===== config.mk =====
export PLATFORM = sky130hd
export DESIGN_NAME = bcg_byte_clock_generation
export DESIGN_NICKNAME = d
export VERILOG_FILES = /design/src/bcg_pkg.sv /design/src/bcg_aux_if.sv /design/src/bcg_aux_divider.sv /design/src/bcg_byte_clock_generation.sv
export SDC_FILE = /design/constraint.sdc
export NUM_CORES = 1
export LEC_CHECK = 0
export BUFFER_PORTS_ARGS = -buffer_cell sky130_fd_sc_hd__buf_2
export CAP_MARGIN = 20
export CORE_UTILIZATION = 60
export DETAILED_ROUTE_END_ITERATION = 7
export HOLD_SLACK_MARGIN = 0.03
export PLACE_DENSITY = 0.84
export SETUP_SLACK_MARGIN = 0.5
export SYNTH_ARGS = -nofsm -noshare
export SYNTH_HDL_FRONTEND = slang
export SYNTH_SLANG_ARGS = --single-unit

===== constraint.sdc =====
create_clock -name clk_i -period 14.9 [get_ports clk_i]
set_clock_uncertainty 0.15 [all_clocks]
set_input_delay 4.47 -clock clk_i [delete_from_list [all_inputs] [get_ports clk_i]]
set_output_delay 4.47 -clock clk_i [all_outputs]
set_load 0.1 [all_outputs]

===== src/bcg_pkg.sv =====
// constants shared by the byte clock generator and its auxiliary divider
// assumes one 125 MHz system clock; the byte, symbol and stagger counts are derived from it
//
// Summary of operation
// - five 12.5 MHz byte clocks, 50% duty
// - byte clock stagger 8 ns or 16 ns
// - 25 MHz symbol clock, 40/60, falls on phases 0 and 5
// - aux clock 15.625 or 31.25 MHz by select
// - aux clock switches frequency without runt pulses
// - reference is crystal when low, external when high
// - phase comparator compares feedback against reference
// - filter monitor disabled unless its enable is set
package bcg_pkg;

    // ------------------------------------------------------------
    // clock rate and timing
    // ------------------------------------------------------------
    localparam int CLK_PERIOD_NS    = 8;
    localparam int BYTE_FREQ_KHZ    = 12500;
    localparam int SYM_FREQ_KHZ     = 25000;
    localparam int SYM_HIGH_PCT     = 40;
    localparam int STEP_LO_NS       = 8;
    localparam int STEP_HI_NS       = 16;

    localparam int BYTE_PERIOD_NS   = 1000000 / BYTE_FREQ_KHZ;
    localparam int SYM_PERIOD_NS    = 1000000 / SYM_FREQ_KHZ;
    localparam int BYTE_CYC         = BYTE_PERIOD_NS / CLK_PERIOD_NS;
    localparam int SYM_CYC          = SYM_PERIOD_NS / CLK_PERIOD_NS;
    localparam int SYM_HIGH_CYC     = (SYM_CYC * SYM_HIGH_PCT) / 100;
    localparam int STEP_LO_CYC      = (STEP_LO_NS + CLK_PERIOD_NS - 1) / CLK_PERIOD_NS;
    localparam int STEP_HI_CYC      = (STEP_HI_NS + CLK_PERIOD_NS - 1) / CLK_PERIOD_NS;

    // ------------------------------------------------------------
    // widths and typed constants
    // ------------------------------------------------------------
    localparam int NUM_BYTE_CLK     = 5;
    localparam int PHASE_W          = 4;
    localparam int WRAP_W           = 5;

    localparam logic [PHASE_W-1:0] PHASE_RST  = 4'h0;
    localparam logic [PHASE_W-1:0] PHASE_ONE  = 4'h1;
    localparam logic [PHASE_W-1:0] PHASE_TWO  = 4'h2;
    localparam logic [PHASE_W-1:0] PHASE_MAX  = PHASE_W'(BYTE_CYC - 1);
    localparam logic [PHASE_W-1:0] PHASE_HALF = PHASE_W'(BYTE_CYC / 2);
    localparam logic [PHASE_W-1:0] SYM_LEN    = PHASE_W'(SYM_CYC);
    localparam logic [PHASE_W-1:0] SYM_RISE   = PHASE_W'(SYM_CYC - SYM_HIGH_CYC);
    localparam logic [WRAP_W-1:0]  WRAP_LEN   = WRAP_W'(BYTE_CYC);

    // feedback age saturates one cycle short of one byte period
    localparam logic [PHASE_W-1:0] AGE_MAX    = PHASE_MAX;
    localparam logic [PHASE_W-1:0] AGE_ZERO   = 4'h0;

    // consecutive zero-error comparisons before lock is declared
    localparam logic [2:0] LOCK_GOOD  = 3'h4;
    localparam logic [2:0] GOOD_ZERO  = 3'h0;
    localparam logic [2:0] GOOD_ONE   = 3'h1;

    // auxiliary divider: bit 2 gives 15.625 MHz, bit 1 gives 31.25 MHz
    localparam int AUX_CNT_W        = 3;
    localparam int AUX_SLOW_BIT     = 2;
    localparam int AUX_FAST_BIT     = 1;
    localparam logic [AUX_CNT_W-1:0] AUX_CNT_RST = 3'h0;
    localparam logic [AUX_CNT_W-1:0] AUX_CNT_ONE = 3'h1;
    localparam logic [AUX_CNT_W-1:0] AUX_CNT_TOP = 3'h7;

    // lock state
    typedef enum logic [0:0]
    {
        LOCK_ACQ  = 1'b0,
        LOCK_HELD = 1'b1
    } bcg_lock_e;

endpackage


===== src/bcg_aux_if.sv =====
// signals between the generator top and its auxiliary clock divider
// assumes both ends run on the same system clock
`timescale 1ns/10ps
interface bcg_aux_if;
    logic clk_en;
    logic freq_sel;
    logic aux_clk;

    modport gen
    (
        input  clk_en,
        input  freq_sel,
        output aux_clk
    );

    modport user
    (
        output clk_en,
        output freq_sel,
        input  aux_clk
    );
endinterface


===== src/bcg_aux_divider.sv =====
// auxiliary clock divider with runt-free frequency change
// assumes a synchronous active-high reset and a shared clock enable
`timescale 1ns/10ps
module bcg_aux_divider
(
    input  wire logic clk_i,
    input  wire logic sys_rst_i,
    bcg_aux_if.gen    aux
);

    logic [bcg_pkg::AUX_CNT_W-1:0] cnt_reg;
    logic [bcg_pkg::AUX_CNT_W-1:0] cnt_next;
    logic                          sel_reg;
    logic                          sel_next;
    logic                          out_reg;
    logic                          out_next;

    // ------------------------------------------------------------
    // divider and select
    // ------------------------------------------------------------

    // select is taken only at the wrap, where both taps fall together
    always_comb
    begin
        cnt_next = cnt_reg + bcg_pkg::AUX_CNT_ONE;
        sel_next = sel_reg;
        if (cnt_reg == bcg_pkg::AUX_CNT_TOP)
        begin
            sel_next = aux.freq_sel;
        end
        out_next = sel_next ? cnt_next[bcg_pkg::AUX_FAST_BIT]
                            : cnt_next[bcg_pkg::AUX_SLOW_BIT];
    end

    // registers, frozen while the enable is low
    always_ff @(posedge clk_i)
    begin
        if (sys_rst_i)
        begin
            cnt_reg <= bcg_pkg::AUX_CNT_RST;
            sel_reg <= 1'b0;
            out_reg <= 1'b0;
        end
        else if (aux.clk_en)
        begin
            cnt_reg <= cnt_next;
            sel_reg <= sel_next;
            out_reg <= out_next;
        end
    end

    assign aux.aux_clk = out_reg;

    // ------------------------------------------------------------
    // checks
    // ------------------------------------------------------------

    a_aux_no_runt: assert property (@(posedge clk_i) disable iff (sys_rst_i || !aux.clk_en)
        $changed(sel_reg) |-> !out_reg ##1 !out_reg)
        else $error("aux clock not low across a frequency change");

    a_aux_slow_rate: assert property (@(posedge clk_i) disable iff (sys_rst_i || !aux.clk_en)
        ($rose(out_reg) && !sel_reg && $past(sel_reg, 8) == 1'b0 && !$past(sys_rst_i, 5))
        |-> !$past(out_reg, 4) && $past(out_reg, 5))
        else $error("slow aux clock low time wrong");

    a_aux_fast_rate: assert property (@(posedge clk_i) disable iff (sys_rst_i || !aux.clk_en)
        ($rose(out_reg) && sel_reg && $past(sel_reg, 4) && !$past(sys_rst_i, 3))
        |-> !$past(out_reg, 2) && $past(out_reg, 3))
        else $error("fast aux clock low time wrong");

endmodule


===== src/bcg_byte_clock_generation.sv =====
// byte, symbol and auxiliary clock generation with digital phase loop
// assumes inputs synchronous to clk_i; the feedback input is looped
// back from one byte clock outside the block
`timescale 1ns/10ps
module bcg_byte_clock_generation
(
    input  wire logic                              clk_i,
    input  wire logic                              sys_rst_i,
    input  wire logic                              clk_en_i,
    input  wire logic                              crystal_input_i,
    input  wire logic                              ref_in_i,
    input  wire logic                              ref_select_i,
    input  wire logic                              loop_feedback_input_i,
    input  wire logic                              phase_offset_select_i,
    input  wire logic                              aux_clock_freq_select_i,
    input  wire logic                              filter_output_enable_i,
    output logic [bcg_pkg::NUM_BYTE_CLK-1:0]       local_byte_clock_o,
    output logic                                   local_symbol_clock_o,
    output logic                                   aux_clock_output_o,
    output logic                                   crystal_output_o,
    output logic [bcg_pkg::PHASE_W-1:0]            loop_filter_monitor_o,
    output logic                                   loop_filter_monitor_oe_o,
    output logic                                   locked_o
);

    // ------------------------------------------------------------
    // declarations
    // ------------------------------------------------------------
    logic                           ref_lvl_reg,  ref_lvl_next;
    logic                           ref_prev_reg, ref_prev_next;
    logic                           fbk_lvl_reg,  fbk_lvl_next;
    logic                           fbk_prev_reg, fbk_prev_next;
    logic                           step_reg,     step_next;
    logic                           xtal_reg,     xtal_next;
    logic                           ref_edge;
    logic                           fbk_edge;

    logic [bcg_pkg::PHASE_W-1:0]    phase_reg,    phase_next;
    logic [bcg_pkg::PHASE_W-1:0]    age_reg,      age_next;
    logic [bcg_pkg::PHASE_W-1:0]    err_reg,      err_next;
    logic [2:0]                     good_reg,     good_next;
    bcg_pkg::bcg_lock_e             lock_reg,     lock_next;
    logic                           mon_en_reg,   mon_en_next;
    logic [bcg_pkg::PHASE_W-1:0]    mon_reg,      mon_next;

    logic [bcg_pkg::NUM_BYTE_CLK-1:0] lbc_reg,    lbc_next;
    logic                           lsc_reg,      lsc_next;
    logic [bcg_pkg::PHASE_W-1:0]    sym_pos;

    bcg_aux_if aux_bus ();

    // ------------------------------------------------------------
    // input sampling
    // ------------------------------------------------------------

    // reference mux, edge history and static selects
    always_comb
    begin
        ref_lvl_next  = ref_select_i ? ref_in_i : crystal_input_i;
        ref_prev_next = ref_lvl_reg;
        fbk_lvl_next  = loop_feedback_input_i;
        fbk_prev_next = fbk_lvl_reg;
        step_next     = phase_offset_select_i;
        xtal_next     = ~crystal_input_i; // oscillator feedback drive
    end

    always_ff @(posedge clk_i)
    begin
        if (sys_rst_i)
        begin
            ref_lvl_reg  <= 1'b1; // no false edge after reset
            ref_prev_reg <= 1'b1;
            fbk_lvl_reg  <= 1'b0;
            fbk_prev_reg <= 1'b0;
            step_reg     <= 1'b0;
            xtal_reg     <= 1'b0;
        end
        else if (clk_en_i)
        begin
            ref_lvl_reg  <= ref_lvl_next;
            ref_prev_reg <= ref_prev_next;
            fbk_lvl_reg  <= fbk_lvl_next;
            fbk_prev_reg <= fbk_prev_next;
            step_reg     <= step_next;
            xtal_reg     <= xtal_next;
        end
    end

    // a shared site reference simply arrives on ref_in_i
    assign ref_edge = ref_lvl_reg & ~ref_prev_reg;
    assign fbk_edge = fbk_lvl_reg & ~fbk_prev_reg;

    // ------------------------------------------------------------
    // phase comparator and loop
    // ------------------------------------------------------------

    // feedback age at each reference edge is the phase error
    always_comb
    begin
        age_next    = fbk_edge ? bcg_pkg::AGE_ZERO
                    : (age_reg == bcg_pkg::AGE_MAX) ? age_reg
                    : age_reg + bcg_pkg::PHASE_ONE;
        err_next    = err_reg;
        good_next   = good_reg;
        lock_next   = lock_reg;
        phase_next  = (phase_reg == bcg_pkg::PHASE_MAX) ? bcg_pkg::PHASE_RST
                    : phase_reg + bcg_pkg::PHASE_ONE;
        if (ref_edge)
        begin
            err_next = fbk_edge ? bcg_pkg::AGE_ZERO : age_next;
            if (err_next == bcg_pkg::AGE_ZERO)
            begin
                if (good_reg == bcg_pkg::LOCK_GOOD)
                begin
                    lock_next = bcg_pkg::LOCK_HELD;
                end
                else
                begin
                    good_next = good_reg + bcg_pkg::GOOD_ONE;
                end
            end
            else
            begin
                good_next = bcg_pkg::GOOD_ZERO;
                lock_next = bcg_pkg::LOCK_ACQ;
                if (err_next < bcg_pkg::PHASE_HALF)
                begin
                    phase_next = phase_reg; // feedback early: stretch
                end
                else if (phase_reg >= bcg_pkg::PHASE_MAX - bcg_pkg::PHASE_ONE)
                begin
                    phase_next = phase_reg + bcg_pkg::PHASE_TWO - bcg_pkg::PHASE_MAX
                               - bcg_pkg::PHASE_ONE; // feedback late: skip
                end
                else
                begin
                    phase_next = phase_reg + bcg_pkg::PHASE_TWO;
                end
            end
        end
        mon_en_next = filter_output_enable_i;
        mon_next    = filter_output_enable_i ? err_next : bcg_pkg::AGE_ZERO;
    end

    always_ff @(posedge clk_i)
    begin
        if (sys_rst_i)
        begin
            phase_reg  <= bcg_pkg::PHASE_RST;
            age_reg    <= bcg_pkg::AGE_MAX;
            err_reg    <= bcg_pkg::AGE_ZERO;
            good_reg   <= bcg_pkg::GOOD_ZERO;
            lock_reg   <= bcg_pkg::LOCK_ACQ;
            mon_en_reg <= 1'b0;
            mon_reg    <= bcg_pkg::AGE_ZERO;
        end
        else if (clk_en_i)
        begin
            phase_reg  <= phase_next;
            age_reg    <= age_next;
            err_reg    <= err_next;
            good_reg   <= good_next;
            lock_reg   <= lock_next;
            mon_en_reg <= mon_en_next;
            mon_reg    <= mon_next;
        end
    end

    // ------------------------------------------------------------
    // output clock decode
    // ------------------------------------------------------------

    // each byte clock is the phase shifted back by its stagger
    for (genvar k = 0; k < bcg_pkg::NUM_BYTE_CLK; k++)
    begin : g_lbc
        logic [bcg_pkg::WRAP_W-1:0] off;
        logic [bcg_pkg::WRAP_W-1:0] sum;
        logic [bcg_pkg::WRAP_W-1:0] pos;
        assign off = step_reg ? bcg_pkg::WRAP_W'(k * bcg_pkg::STEP_HI_CYC)
                              : bcg_pkg::WRAP_W'(k * bcg_pkg::STEP_LO_CYC);
        assign sum = {1'b0, phase_next} + bcg_pkg::WRAP_LEN - off;
        assign pos = (sum >= bcg_pkg::WRAP_LEN) ? sum - bcg_pkg::WRAP_LEN : sum;
        assign lbc_next[k] = pos < {1'b0, bcg_pkg::PHASE_HALF};
    end

    // symbol clock high for the last two slots of each half byte
    always_comb
    begin
        sym_pos  = (phase_next >= bcg_pkg::SYM_LEN) ? phase_next - bcg_pkg::SYM_LEN
                                                    : phase_next;
        lsc_next = sym_pos >= bcg_pkg::SYM_RISE;
    end

    always_ff @(posedge clk_i)
    begin
        if (sys_rst_i)
        begin
            lbc_reg <= '0;
            lsc_reg <= 1'b0;
        end
        else if (clk_en_i)
        begin
            lbc_reg <= lbc_next;
            lsc_reg <= lsc_next;
        end
    end

    // ------------------------------------------------------------
    // auxiliary clock and outputs
    // ------------------------------------------------------------
    assign aux_bus.clk_en   = clk_en_i;
    assign aux_bus.freq_sel = aux_clock_freq_select_i;

    bcg_aux_divider u_aux
    (
        .clk_i     (clk_i),
        .sys_rst_i (sys_rst_i),
        .aux       (aux_bus.gen)
    );

    assign local_byte_clock_o       = lbc_reg;
    assign local_symbol_clock_o     = lsc_reg;
    assign aux_clock_output_o       = aux_bus.aux_clk;
    assign crystal_output_o         = xtal_reg;
    assign loop_filter_monitor_o    = mon_reg;
    assign loop_filter_monitor_oe_o = mon_en_reg;
    assign locked_o                 = (lock_reg == bcg_pkg::LOCK_HELD);

    // ------------------------------------------------------------
    // checks
    // ------------------------------------------------------------

    a_lsc_fall_align: assert property (@(posedge clk_i) disable iff (sys_rst_i || !clk_en_i)
        $fell(lsc_reg) |-> $changed(lbc_reg[0]))
        else $error("symbol clock fell away from a byte clock edge");

    a_lsc_duty_cycle: assert property (@(posedge clk_i) disable iff (sys_rst_i || !clk_en_i)
        (locked_o && $fell(lsc_reg)) |-> $past(lsc_reg, 2) && !$past(lsc_reg, 3)
        && !$past(lsc_reg, 5) && $past(lsc_reg, 6))
        else $error("symbol clock duty cycle wrong");

    a_byte_duty_cycle: assert property (@(posedge clk_i) disable iff (sys_rst_i || !clk_en_i)
        (locked_o && $rose(lbc_reg[0])) |-> !$past(lbc_reg[0], 5) && $past(lbc_reg[0], 6))
        else $error("byte clock low time wrong");

    a_byte_stagger_lo: assert property (@(posedge clk_i) disable iff (sys_rst_i || !clk_en_i)
        (locked_o && !step_reg && !$past(step_reg, 2)) |-> lbc_reg[4:1] == $past(lbc_reg[3:0]))
        else $error("byte clocks not one cycle apart");

    a_byte_stagger_hi: assert property (@(posedge clk_i) disable iff (sys_rst_i || !clk_en_i)
        (locked_o && step_reg && $past(step_reg, 3))
        |-> lbc_reg[4:1] == $past(lbc_reg[3:0], 2))
        else $error("byte clocks not two cycles apart");

    a_ref_source_sel: assert property (@(posedge clk_i) disable iff (sys_rst_i || !clk_en_i)
        (ref_edge && $past(ref_select_i) == $past(ref_select_i, 2))
        |-> ($past(ref_select_i) ? $past(ref_in_i) && !$past(ref_in_i, 2)
                                 : $past(crystal_input_i) && !$past(crystal_input_i, 2)))
        else $error("reference edge from unselected source");

    a_loop_early_hold: assert property (@(posedge clk_i) disable iff (sys_rst_i || !clk_en_i)
        (ref_edge && !fbk_edge && age_next != bcg_pkg::AGE_ZERO
         && age_next < bcg_pkg::PHASE_HALF) |=> phase_reg == $past(phase_reg) && !locked_o)
        else $error("early feedback did not stretch the phase");

    a_filter_mon_off: assert property (@(posedge clk_i) disable iff (sys_rst_i || !clk_en_i)
        !$past(filter_output_enable_i) |-> !loop_filter_monitor_oe_o
        && loop_filter_monitor_o == bcg_pkg::AGE_ZERO)
        else $error("filter monitor active while disabled");

endmodule


==> results.cfg <==
[timing]
clock.fmax_mhz = 155
fin_tns_setup_ns = 0
worst_pin_slew_ns = 0.879
rsz0062_at_grt = false
setup_slack_ns = 8.46
finalHoldViolCount = 0
fin_crit_ns = 6.44
finalSetupViolCount = 0
relSlewSlack_pct = 41.4
fin_crit_sh_pct = 43.2
final_max_slew_viol_count = 0

[die]
start_util_pct = 64.3
dieArea_um2 = 5110
die-height_um = 71.5
num_io_pins = 24
die_x_um = 71.5
rows = 24
coreArea_um2 = 4500

[cells_and_area]
fin_util_pct = 69.8
drive_gt1_share_pct = 12.8
fillers = 378
area_delta_synth_final_pct = 8.64
multiInputGateArea_um2 = 1970
largest_reg_flops = 5
seqCellArea_um2 = 761
antenna_cells = 0
final_nets = 402

[setup_path]
cp.arrival_ns = 6.47
crit_chain = buf_2, inv_1, nor2_1, o21ai_0, a22oi_1, nor2_1
required_ns = 14.92
cp_top_family = buffers and inverters
cpPeakStageDelay_ns = 0.66
cp_max_fo = 46
cp_num_buf_inv = 2
crit_path_top_delay_cell = buf_2
worst_setup_path_end_kind = flop
cp-start-kind = input pin
r2r_slack_ns = 9.31
cp_common_cell = nor2_1
path_class = input pin to flop

[job]
maxCapViolCount = 0

[clock_tree]
worst_skew_pair.late_latency_ns = 0.30
clock_sinks = 38
ctsLongestPathBuffers = 2
hold_buffers = 0
cts.clk_slew.worst_paths_ns = 0.08
cts.repair.resized = 0
cts_tree = yes
root_buffer = clkbuf_8
h-tree-depth = 2
cts_buffers = 5
cts_setup_buffers = 0

[yosys]
ys_seq_area_share_pct = 26.3
synth_nets = 388
yosys-top-cells-count = nor2_1, dfxtp_1, nand2_1, ha_1
yosys-top-cells-area = dfxtp_1, ha_1, mux2i_1
yosysMostFrequentCell = nor2_1
synth-seq-cells = 38
synth_ff_type = dfxtp_1
async_flop_share_pct = 0
synth.top_cell.area_share_pct = 26.3
synth_area_per_cell_um2 = 8.20
syn_inst = 353
ys_warn_count = 0
yosys.cell_types.count = 66
syn_area_um2 = 2900
synth_edf_count = 0
netlist.top_cell.by_area = dfxtp_1

[route]
post_drt_via_cell_ratio = 6.06
avgRoutedWirePerCell_um = 14.4
wl_um = 6050
drcViolationCount = 0
vias = 2545
drt-initial-drc-count = 200
ant_nets = 0
dr.pass1.iters = 4

[global_routing]
antenna_found_initial = 0
grt_overflow = 0
grt_max_degree = 47
grt_pass1_vias = 2294
grt_use_total_pct = 25.5
grt_pass1_wl_um = 10200

[power_and_ir_drop]
intPower_w = 0.000253
p_total_w = 0.000437
power_frac_comb_pct = 48.4
p_clk_share_pct = 24.6
swShare_pct = 42.1
leakagePower_nw = 1.35
vdd_drop_max_uv = 98.8
p_seq_share_pct = 26.9
p_sw_w = 0.000184
p_per_area_nw_per_um2 = 139

[min_path]
hold_path.class = flop to flop

[placed_design]
portBuffers = 23
dp_hpwl_um = 4320
dpl_worst_slack_ns = 8.13
place_congestion = 0.866

[outcome]
status = finished clean
[per-layer routing]
metal / vias up / global-route usage [%] / wire, µm
met1: 1192 / 31.3 / 2770
met3: 11 / 5.49 / 223
li1: 1291 / - / -
met2: 51 / 44.4 / 2920
met4: 0 / 8.50 / 127
met5: - / 0 / 0
[path summary, 6_finish.rpt]
path                                               start                  endpoint  depth (start not counted)
worst min-delay path            loop_filter_monitor_o[0]  loop_filter_monitor_o[0]                          2
worst min register to register  loop_filter_monitor_o[0]  loop_filter_monitor_o[0]                          2
worst max register to register                age_reg[1]     local_byte_clock_o[1]                         19
worst max-delay path                            clk_en_i               good_reg[1]                          6
[placed cells by master, fill, tap and decap left out, types with 3 or more instances in the layout]
master,n
nor2_1,40
dfxtp_1,38
nand2_1,37
buf_2,23
ha_1,22
inv_1,20
mux2i_1,20
a21oi_1,19
o21ai_0,16
a211oi_1,13
nand3_1,11
xnor2_1,8
xor2_1,6
nand2b_1,5
a211o_1,5
o21a_1,5
clkbuf_8,5
nor2b_1,4
nor3_1,4
a31oi_1,4
and3_1,3
a221oi_1,3
fa_1,3
[power groups by stage]
stage	registers [W]	clock network, W	logic [W]
finish	0.000118	0.000108	0.000212
global route	0.000119	0.000115	0.000233
CTS	0.000117	0.000109	0.000213
detailed placement	0.000120	0	0.000211
global placement	0.000120	0	0.000204
floorplan	0.000155	0	0.000139
[cells by family (layout without fill, tap and decap cells)]
family          count (synthesis)  in the layout  synth area share [%]
compound gates                 97             97                  25.3
xor+xnor                       14             14                  4.24
fa+ha+maj                      25             25                  11.6
buf+inv                        39             54                  5.62
flops                          38             38                  26.3
mux                            22             22                  7.69
simple gates                  118            118                  19.3
[cell type report]
class / instances / share of cell area [%]
Clock inverter: 3 / 2.19
Multi-Input combinational cell: 276 / 62.7
Clock buffer: 5 / 2.19
Tap cell: 52 / 2.07
Timing Repair Buffer: 24 / 3.90
Sequential cell: 38 / 24.2
Inverter: 22 / 2.78
[stage by stage]
| step | instances | hold slack [ns] | instance area [µm²] |
|---|---|---|---|
| 4_1_cts | 420 | 0.313 | 3150 |
| 5_1_grt | 420 | 0.345 | 3150 |
| 3_5_place_dp | 412 | 0.301 | 3010 |
| 2_1_floorplan | 353 | 0.304 | 2900 |
| 6_report | 420 | 0.312 | 3150 |
| 3_3_place_gp | 412 | 0.301 | 3010 |
[worst reg2reg max path, cell delays in order (launching register included)]
cell and delay [ns]:
dfxtp_1 0.43, inv_1 0.07, ha_1 0.22, and3b_2 0.26, xnor2_1 0.14, a211o_1 0.34, or2_4 0.29, a2111o_1 0.40
a22o_4 0.31, clkinv_4 0.13, ha_1 0.36, inv_1 0.18, and3_1 0.20, a32oi_1 0.17, nand4_1 0.35, xnor2_1 0.45
nand2b_1 0.13, mux2i_1 0.13, a2111oi_0 0.64, o41ai_2 0.10
(Power assumes the default switching activity.)
